[src/sems_pkg.sv]
// Constants shared by the sensor event mask/status block and its decimator.
package sems_pkg;

    // Register offsets on the register access port.
    localparam logic [7:0]  FIFO_CFG_OFS     = 8'h1f;  // Holds the FIFO level threshold.
    localparam logic [7:0]  MODE_CTRL_OFS    = 8'h45;  // Operating mode and auto switch.
    localparam logic [7:0]  DEC_CTRL_OFS     = 8'h46;  // Decimation selects.
    localparam logic [7:0]  EVENT_MASK_OFS   = 8'h48;  // Interrupt mask.
    localparam logic [7:0]  EVENT_FLAGS_OFS  = 8'h49;  // Sticky event flags.

    // Field positions.
    localparam int          FIFO_LEVEL_THRESHOLD_LSB      = 8;      // fifo_level_threshold lowest bit.
    localparam int          AUTO_SW_BIT      = 10;     // auto_switch_to_gesture bit.
    localparam int          OPERATING_MODE_SELECT_LSB      = 0;      // operating_mode_select lowest bit.
    localparam int          PROX_DEC_LSB     = 0;      // proximity_decimation_select lowest bit.
    localparam int          GEST_DEC_LSB     = 4;      // gesture_decimation_select lowest bit.

    // Event bit positions, shared by mask and flags.
    localparam int          EV_ENTER1        = 0;      // prox_enter_level1.
    localparam int          EV_LEAVE1        = 1;      // prox_leave_level1.
    localparam int          EV_ENTER2        = 2;      // prox_enter_level2.
    localparam int          EV_LEAVE2        = 3;      // prox_leave_level2.
    localparam int          EV_GESTURE       = 4;      // Gesture event.
    localparam int          EV_SAMPLE        = 5;      // Sample event.
    localparam int          EV_WATCHDOG      = 6;      // Watchdog event.
    localparam int          EV_FIFO          = 7;      // FIFO above threshold.

    // Values after reset.
    localparam logic [7:0]  MASK_RESET       = 8'hff;  // All events masked.
    localparam logic [7:0]  FLAGS_RESET      = 8'h00;  // No events pending.
    localparam logic [2:0]  DEC_RESET        = 3'h0;   // Decimate by one.
    localparam logic [3:0]  FIFO_LEVEL_THRESHOLD_RESET    = 4'h0;   // Threshold zero.
    localparam logic [1:0]  OPERATING_MODE_SELECT_RESET    = 2'h0;   // Idle mode.
    localparam logic [5:0]  FACTOR_RESET     = 6'h01;  // Factor of one before any update.
    localparam logic [15:0] RDATA_RESET      = 16'h0000; // Read data before the first read.

    // Operating mode codes.
    localparam logic [1:0]  MODE_PROX        = 2'h1;   // Proximity mode.
    localparam logic [1:0]  MODE_GESTURE     = 2'h2;   // Sample/gesture mode.

    // Highest decimation code with its own rate; above it the rate stays at 32.
    localparam logic [2:0]  DEC_MAX_CODE     = 3'h5;
    localparam logic [4:0]  DEC_CNT_RESET    = 5'h00;  // Decimation counter start.

endpackage

[src/sems_dec_if.sv]
// Interface between the event block and its decimator.
`timescale 1ns/1ps
`default_nettype none
interface sems_dec_if;
    logic       sampleIn;   // One-cycle pulse per produced sample.
    logic [2:0] code;       // Active decimation select code.
    logic       decOut;     // One-cycle pulse per kept sample.
    logic [5:0] factor;     // Decimation factor in force.

    // Controller side drives the samples and the code.
    modport ctrl (output sampleIn, output code, input decOut, input factor);
    // Decimator side answers with kept samples.
    modport dec (input sampleIn, input code, output decOut, output factor);
endinterface
`default_nettype wire

[src/sems_event_ctrl.sv]
// Event flags, interrupt mask, decimation selects and auto mode switch.
//
// Operation
// Gesture decimation code picks 1..32, others 32.
// Eight-bit mask, set bit suppresses, resets ones.
// Mask bits: four proximity, gesture, sample, watchdog, FIFO.
// Flags latch events; write one clears them.
// Flag bits follow the mask bit order.
// FIFO event when entries exceed threshold.
// Auto switch on level-2 enter after storing.
// Proximity decimation code picks 1..32, others 32.
// Interrupt active while any unmasked flag set.
`timescale 1ns/1ps
`default_nettype none
module sems_event_ctrl
    import sems_pkg::*;
(
    input  wire logic        clk,
    input  wire logic        rst_b,
    input  wire logic [7:0]  regAddr,
    input  wire logic [15:0] regWdata,
    input  wire logic        regWrite,
    input  wire logic        regRead,
    output logic      [15:0] regRdata,
    input  wire logic [6:0]  eventIn,
    input  wire logic [7:0]  fifoCount,
    input  wire logic        fifoStoreDone,
    input  wire logic        sampleIn,
    output logic             sampleOut,
    output logic      [5:0]  decFactor,
    output logic      [1:0]  opMode,
    output logic             intOut
);

    logic [7:0]  mask_reg;       // Interrupt mask, one means suppressed.
    logic [7:0]  flags_reg;      // Sticky event flags.
    logic [7:0]  flags_next;     // Next value of the flags.
    logic [2:0]  proxDec_reg;    // Proximity decimation select.
    logic [2:0]  gestDec_reg;    // Gesture decimation select.
    logic [3:0]  fifoTh_reg;     // FIFO level threshold.
    logic [1:0]  opMode_reg;     // Operating mode.
    logic        autoSw_reg;     // Auto switch enable.
    logic        switchPend_reg; // Level-2 enter seen, waiting for storing to end.
    logic        fifoAbove_reg;  // FIFO level was above threshold last cycle.
    logic        fifoAbove;      // FIFO level above threshold now.
    logic [7:0]  evSet;          // Events arriving this cycle.
    logic [7:0]  w1c;            // Flags cleared by a host write this cycle.
    logic        doSwitch;       // Move to gesture mode this cycle.
    logic [15:0] rdata_reg;      // Registered read data.
    logic        int_reg;        // Registered interrupt line.
    logic        sampleOut_reg;  // Registered kept-sample pulse.
    logic [5:0]  factor_reg;     // Registered decimation factor.

    sems_dec_if decBus ();

    // Decimator picks its code from the mode in force.
    sems_decimator sems_decimator_inst (
        .clk   (clk),
        .rst_b (rst_b),
        .dec   (decBus.dec)
    );

    // Proximity mode uses its own select; other modes use the gesture select.
    assign decBus.sampleIn = sampleIn;
    assign decBus.code = (opMode_reg == MODE_PROX) ? proxDec_reg : gestDec_reg;

    // The FIFO event fires when the level first rises above the threshold.
    assign fifoAbove = fifoCount > {4'h0, fifoTh_reg};

    // Gather events in flag order; the FIFO event is the top bit.
    always_comb begin
        evSet = {fifoAbove && !fifoAbove_reg, eventIn};
        w1c = 8'h00;
        if (regWrite && regAddr == EVENT_FLAGS_OFS) begin
            w1c = regWdata[7:0];
        end
        // A new event beats a clear in the same cycle.
        flags_next = (flags_reg & ~w1c) | evSet;
    end

    // Sticky flags, reset to zero.
    always_ff @(posedge clk or negedge rst_b) begin
        if (!rst_b) begin
            // Nothing is pending after reset.
            flags_reg <= FLAGS_RESET;
        end else begin
            // Host clears and new events land in the same update.
            flags_reg <= flags_next;
        end
    end

    // Track the FIFO comparison for edge detection.
    always_ff @(posedge clk or negedge rst_b) begin
        if (!rst_b) begin
            // Starts low like an empty FIFO, so no false edge follows reset.
            fifoAbove_reg <= 1'b0;
        end else begin
            // Without this history a cleared FIFO flag would be set again at once.
            fifoAbove_reg <= fifoAbove;
        end
    end

    // Mask register, all ones after reset.
    always_ff @(posedge clk or negedge rst_b) begin
        if (!rst_b) begin
            // Every event starts out suppressed.
            mask_reg <= MASK_RESET;
        end else if (regWrite && regAddr == EVENT_MASK_OFS) begin
            // Only the low byte is stored; the upper byte is reserved.
            mask_reg <= regWdata[7:0];
        end
    end

    // Configuration registers; reserved bits are not stored.
    always_ff @(posedge clk or negedge rst_b) begin
        if (!rst_b) begin
            proxDec_reg <= DEC_RESET;
            gestDec_reg <= DEC_RESET;
            fifoTh_reg  <= FIFO_LEVEL_THRESHOLD_RESET;
            autoSw_reg  <= 1'b0;
        end else if (regWrite) begin
            case (regAddr)
                DEC_CTRL_OFS: begin
                    // Both selects share one word; the bits between them are not kept.
                    proxDec_reg <= regWdata[PROX_DEC_LSB +: 3];
                    gestDec_reg <= regWdata[GEST_DEC_LSB +: 3];
                end
                FIFO_CFG_OFS: begin
                    // Only the threshold field of this word lives in this block.
                    fifoTh_reg <= regWdata[FIFO_LEVEL_THRESHOLD_LSB +: 4];
                end
                MODE_CTRL_OFS: begin
                    // The mode field of this word is stored by the mode process.
                    autoSw_reg <= regWdata[AUTO_SW_BIT];
                end
                default: begin
                    // Other addresses leave the configuration alone.
                end
            endcase
        end
    end

    // A pending switch completes once storing of the current package is done.
    assign doSwitch = autoSw_reg && (opMode_reg == MODE_PROX)
                      && (switchPend_reg || evSet[EV_ENTER2]) && fifoStoreDone;

    // Remember a level-2 enter until the switch happens or is called off.
    always_ff @(posedge clk or negedge rst_b) begin
        if (!rst_b) begin
            switchPend_reg <= 1'b0;
        end else if (doSwitch || !autoSw_reg || opMode_reg != MODE_PROX) begin
            // A stale request must not fire after the host changes the setup.
            switchPend_reg <= 1'b0;
        end else if (evSet[EV_ENTER2]) begin
            // Storing is still busy, so hold the request.
            switchPend_reg <= 1'b1;
        end
    end

    // Operating mode; a host write takes priority over the automatic switch.
    always_ff @(posedge clk or negedge rst_b) begin
        if (!rst_b) begin
            opMode_reg <= OPERATING_MODE_SELECT_RESET;
        end else if (regWrite && regAddr == MODE_CTRL_OFS) begin
            // The host always gets the mode it wrote.
            opMode_reg <= regWdata[OPERATING_MODE_SELECT_LSB +: 2];
        end else if (doSwitch) begin
            // Automatic move from proximity to sample/gesture mode.
            opMode_reg <= MODE_GESTURE;
        end
    end

    // Interrupt follows any flag whose mask bit is clear.
    always_ff @(posedge clk or negedge rst_b) begin
        if (!rst_b) begin
            // No flag is set after reset, so the line starts released.
            int_reg <= 1'b0;
        end else begin
            // Uses the next flags so the line moves with the flag itself.
            int_reg <= |(flags_next & ~mask_reg);
        end
    end

    // Register decimator answers so data outputs come from flops.
    always_ff @(posedge clk or negedge rst_b) begin
        if (!rst_b) begin
            sampleOut_reg <= 1'b0;
            factor_reg    <= FACTOR_RESET;
        end else begin
            // Both answers lag the decimator by one cycle.
            sampleOut_reg <= decBus.decOut;
            factor_reg    <= decBus.factor;
        end
    end

    // Read data is presented one cycle after the read strobe.
    always_ff @(posedge clk or negedge rst_b) begin
        if (!rst_b) begin
            rdata_reg <= RDATA_RESET;
        end else if (regRead) begin
            case (regAddr)
                // Mask in the low byte, reserved bits read zero.
                EVENT_MASK_OFS:  rdata_reg <= {8'h00, mask_reg};
                // Flags as they stood before this edge.
                EVENT_FLAGS_OFS: rdata_reg <= {8'h00, flags_reg};
                // Both decimation selects with the gap bit at zero.
                DEC_CTRL_OFS:    rdata_reg <= {9'h000, gestDec_reg, 1'b0, proxDec_reg};
                // Threshold in its own field, the rest zero.
                FIFO_CFG_OFS:    rdata_reg <= {4'h0, fifoTh_reg, 8'h00};
                // Auto switch enable and operating mode.
                MODE_CTRL_OFS:   rdata_reg <= {5'h00, autoSw_reg, 8'h00, opMode_reg};
                // Unmapped addresses read zero.
                default:         rdata_reg <= 16'h0000;
            endcase
        end
    end

    // Every output comes straight from its register.
    assign regRdata  = rdata_reg;
    assign intOut    = int_reg;
    assign sampleOut = sampleOut_reg;
    assign decFactor = factor_reg;
    assign opMode    = opMode_reg;

endmodule
`default_nettype wire

[src/sems_decimator.sv]
// Decimator that keeps one sample out of a power-of-two count.
`timescale 1ns/1ps
`default_nettype none
module sems_decimator
    import sems_pkg::*;
(
    input  wire logic clk,
    input  wire logic rst_b,
    sems_dec_if.dec   dec
);

    logic [2:0] effCode;   // Code limited to the highest distinct rate.
    logic [4:0] cnt_reg;   // Samples seen since the last kept one.
    logic [4:0] lastCnt;   // Count value at which a sample is kept.

    // Codes above five fall back to the rate of 32.
    always_comb begin
        effCode = (dec.code > DEC_MAX_CODE) ? DEC_MAX_CODE : dec.code;
        lastCnt = 5'((6'h01 << effCode) - 6'h01);
        dec.factor = 6'h01 << effCode;
    end

    // Count samples and wrap at the chosen factor.
    always_ff @(posedge clk or negedge rst_b) begin
        if (!rst_b) begin
            cnt_reg <= DEC_CNT_RESET;
        end else if (dec.sampleIn) begin
            if (cnt_reg >= lastCnt) begin
                cnt_reg <= DEC_CNT_RESET;
            end else begin
                cnt_reg <= cnt_reg + 5'h01;
            end
        end
    end

    // A kept sample leaves in the same cycle as the one that completes the count.
    assign dec.decOut = dec.sampleIn && (cnt_reg >= lastCnt);

endmodule
`default_nettype wire

[config.mk]
export PLATFORM = sky130hd
export DESIGN_NAME = sems_event_ctrl
export DESIGN_NICKNAME = d
export VERILOG_FILES = /design/src/sems_pkg.sv /design/src/sems_dec_if.sv /design/src/sems_event_ctrl.sv /design/src/sems_decimator.sv
export SDC_FILE = /design/constraint.sdc
export NUM_CORES = 1
export LEC_CHECK = 0
export ABC_AREA = 1
export BUFFER_PORTS_ARGS = -buffer_cell sky130_fd_sc_hd__clkbuf_2
export CAP_MARGIN = 20
export CORE_ASPECT_RATIO = 1.25
export CORE_UTILIZATION = 53
export CTS_CLUSTER_SIZE = 12
export DETAILED_ROUTE_END_ITERATION = 10
export PLACE_DENSITY = 0.88
export SYNTH_ARGS = -nofsm -noshare
export SYNTH_HDL_FRONTEND = slang
export SYNTH_SLANG_ARGS = --single-unit
[constraint.sdc]
create_clock -name clk -period 2.4 [get_ports clk]
set_input_delay 0.6 -clock clk [delete_from_list [all_inputs] [get_ports clk]]
set_output_delay 0.6 -clock clk [all_outputs]
set_load 0.05 [all_outputs]
==> out/metrics.csv <==
metric;value;unit
largest net degree at the start of global routing;57;
Power, Total;2.08;mW
Critical Path Max Stage Delay;420;ps
Reg clk slew, reported paths;100;ps
drt pass-1 iters;4;
Sink Count;56;
post-CTS setup buffer count;0;
Worst Skew;7.16;ps
slowest cell on the critical path;dfrtp_2;
Netlist cell types;33;
post-route ant nets;0;
GPL Wtd Cong;0.843;
post-layout min period;2190;ps
initial antenna violation count;0;
Async S/R FF share, synth;100;%
Skew-Pair Late Insertion Delay;310;ps
crit-path most repeated cell;inv_1;
Worst EP arrival;2390;ps
TritonCTS Buffers;5;
die width;67.7;um
setup TNS;0;ps
crit-path cells;inv_1, nand2_2, o21ai_2, inv_1, nor2_1, inv_1, ha_1, nand2_1, o21a_1, nand3_1, inv_1, nor2_2, nor2_1;
PwrDens;619;mW/mm^2
H-tree depth;2;
Top Ports;71;
layout cells sized above 1;24.3;%
die area;0.00570;sq mm
Root Buffer;clkbuf_8;
setup repair after global routing missed its margin;no;
Worst Path Required;2600;ps
reg2reg setup slack;210;ps
antenna cells;0;
VDD IR-drop max;0.356;mV
CTS max path bufs;2;
WL per Instance;13.1;um
IO buf count;62;
# fillers;429;
Max Clock Freq;0.457;GHz
Util after Layout;65.3;%
FF-to-FF Start;opMode[1];
GRT Util Overall;24.6;%
crit path kind;reg -> reg;
Synth Area per Inst;8.25;sq um
count of final setup violators;0;
Seq/Total Area, Yosys;49.3;%
vias in the first global route;2479;
CP top delay family;simple AND/OR/NAND/NOR gates;
Initial Util;55.6;%
CP max FO;8;
CP Depth;13;
FF-to-FF path depth;13;
CP Launch Type;flop;
crit path buf inv count;4;
fin. max-slew vios;0;
DP Wirelength;4.67;mm
CTS tree;built;
Starting DRT DRC Count;180;
Layout Nets;470;
Worst slew margin;63.5;%
vias;2520;
ys flop type;dfrtp_1;
Mapped Cells;347;
number of flops mapped to enable cells by yosys;0;
Mapped Area;0.00286;sq mm
fin crit share;91.2;%
Max Cap Violations;0;
reg2reg end;sems_decimator_inst.cnt_reg[3];
core area;0.00515;sq mm
run status;complete, no violations;
Crit. End Element;flop;
Seq cells post-synth;56;
Die H;84.2;um
Yosys Warn Count;0;
worst hold margin;279;ps
first-pass GRT wire length;10.6;mm
Avg Vias per Cell;5.27;
Tightest Pin Transition;543;ps
DRC viols;0;
Pleak;1.85;nW
total grt overflow;0;
synthesis-to-layout area growth;17.4;%
max reg flops;12;
Worst Hold Class;in -> async;
final hold viol count;0;
Cell Rows;29;
Routed WL;6.24;mm
==> routing by layer <==
layer / global-route usage [%] / up-vias / share of wire (%)
met5: 0 / - / 0
met4: 9.28 / 0 / 2.6
met3: 4.35 / 16 / 5.5
met2: 42.5 / 83 / 50
met1: 29.6 / 1177 / 42
li1: - / 1244 / -
==> cell families (layout without fill, tap and decap cells) <==
kind of cell               Yosys count  in the layout  synth area share (%)
AOI/OAI and AO/OA                   50             50                  9.13
xor gates and xnor gates             3              3                 0.918
adders and majority gates           10             10                  4.37
buffers and inverters               60            126                  8.83
DFF                                 56             56                  49.3
other                                1              4                 0.131
and+or+nand+nor                    167            167                  27.3
==> area by class of cell <==
type	count	area [sq um]	area share, %
sequential	56	1420	42.1
clock buffer	8	100	2.98
multi-input combinational	234	1220	36.2
inverter	51	191	5.69
tap	62	77.6	2.31
timing repair buffer	67	360	10.7
==> timing repair <==
item | in CTS | in global routing
hold endpoints to repair | 0 | 0
gates resized for setup | 0 | 4
setup endpoints to repair | 0 | 5
hold buffers | 0 | 0
==> worst max-delay path by stage <==
stage,from,to
after floorplan,opMode[1],sems_decimator_inst.cnt_reg[2]
after global placement,opMode[1],sems_decimator_inst.cnt_reg[3]
after detailed placement,opMode[1],sems_decimator_inst.cnt_reg[4]
after CTS,opMode[1],sems_decimator_inst.cnt_reg[3]
after global routing,opMode[1],sems_decimator_inst.cnt_reg[3]
final,opMode[1],sems_decimator_inst.cnt_reg[3]
==> cells in the final DEF, fill, tap and decap left out, drive strengths merged <==
cell      n
nor2     26
o31ai     3
xor2      3
ha       10
conb      4
and2      2
nand3     8
buf       5
nor4      3
nand4    13
clkinv    1
a21oi     8
o21ai    37
dfrtp    47
dfstp     9
inv      50
a31oi     1
nor3      6
clkbuf   70
nand2   109
o21a      1
==> stage by stage <==
| stage | cells | instance area (sq um) | setup slack (ps) |
|---|---|---|---|
| 3_3_place_gp | 470 | 3250 | 187 |
| 3_5_place_dp | 470 | 3250 | 74.5 |
| 2_1_floorplan | 350 | 2880 | 115 |
| 6_report | 478 | 3360 | 211 |
| 4_1_cts | 478 | 3350 | 3.89 |
| 5_1_grt | 478 | 3360 | 24.7 |
==> synthesized netlist by cell type (2+ instances only) <==
library cell	n	area (sq um)
nand2_4	2	22.5
and2_1	2	12.5
nor2_4	2	22.5
buf_4	7	52.6
nand2_2	2	12.5
nand4_1	12	75.1
o21ai_0	27	135
o31ai_1	3	22.5
a21oi_1	8	40.0
nand2_1	105	394
dfstp_2	9	236
dfrtp_1	47	1180
nor4_1	2	12.5
nand3_1	8	40.0
xor2_1	3	26.3
nor2_1	22	82.6
nor3_1	4	20.0
inv_1	49	184
ha_1	10	125
o21ai_1	10	50.1
==> power by group <==
group	total, mW	leakage, nW	switching [mW]	internal, mW
Combinational	0.432	1.17	0.287	0.146
Clock	0.555	0.0515	0.291	0.264
Sequential	1.09	0.630	0.0613	1.03
No activity file was read; power rests on OpenSTA's default activity.
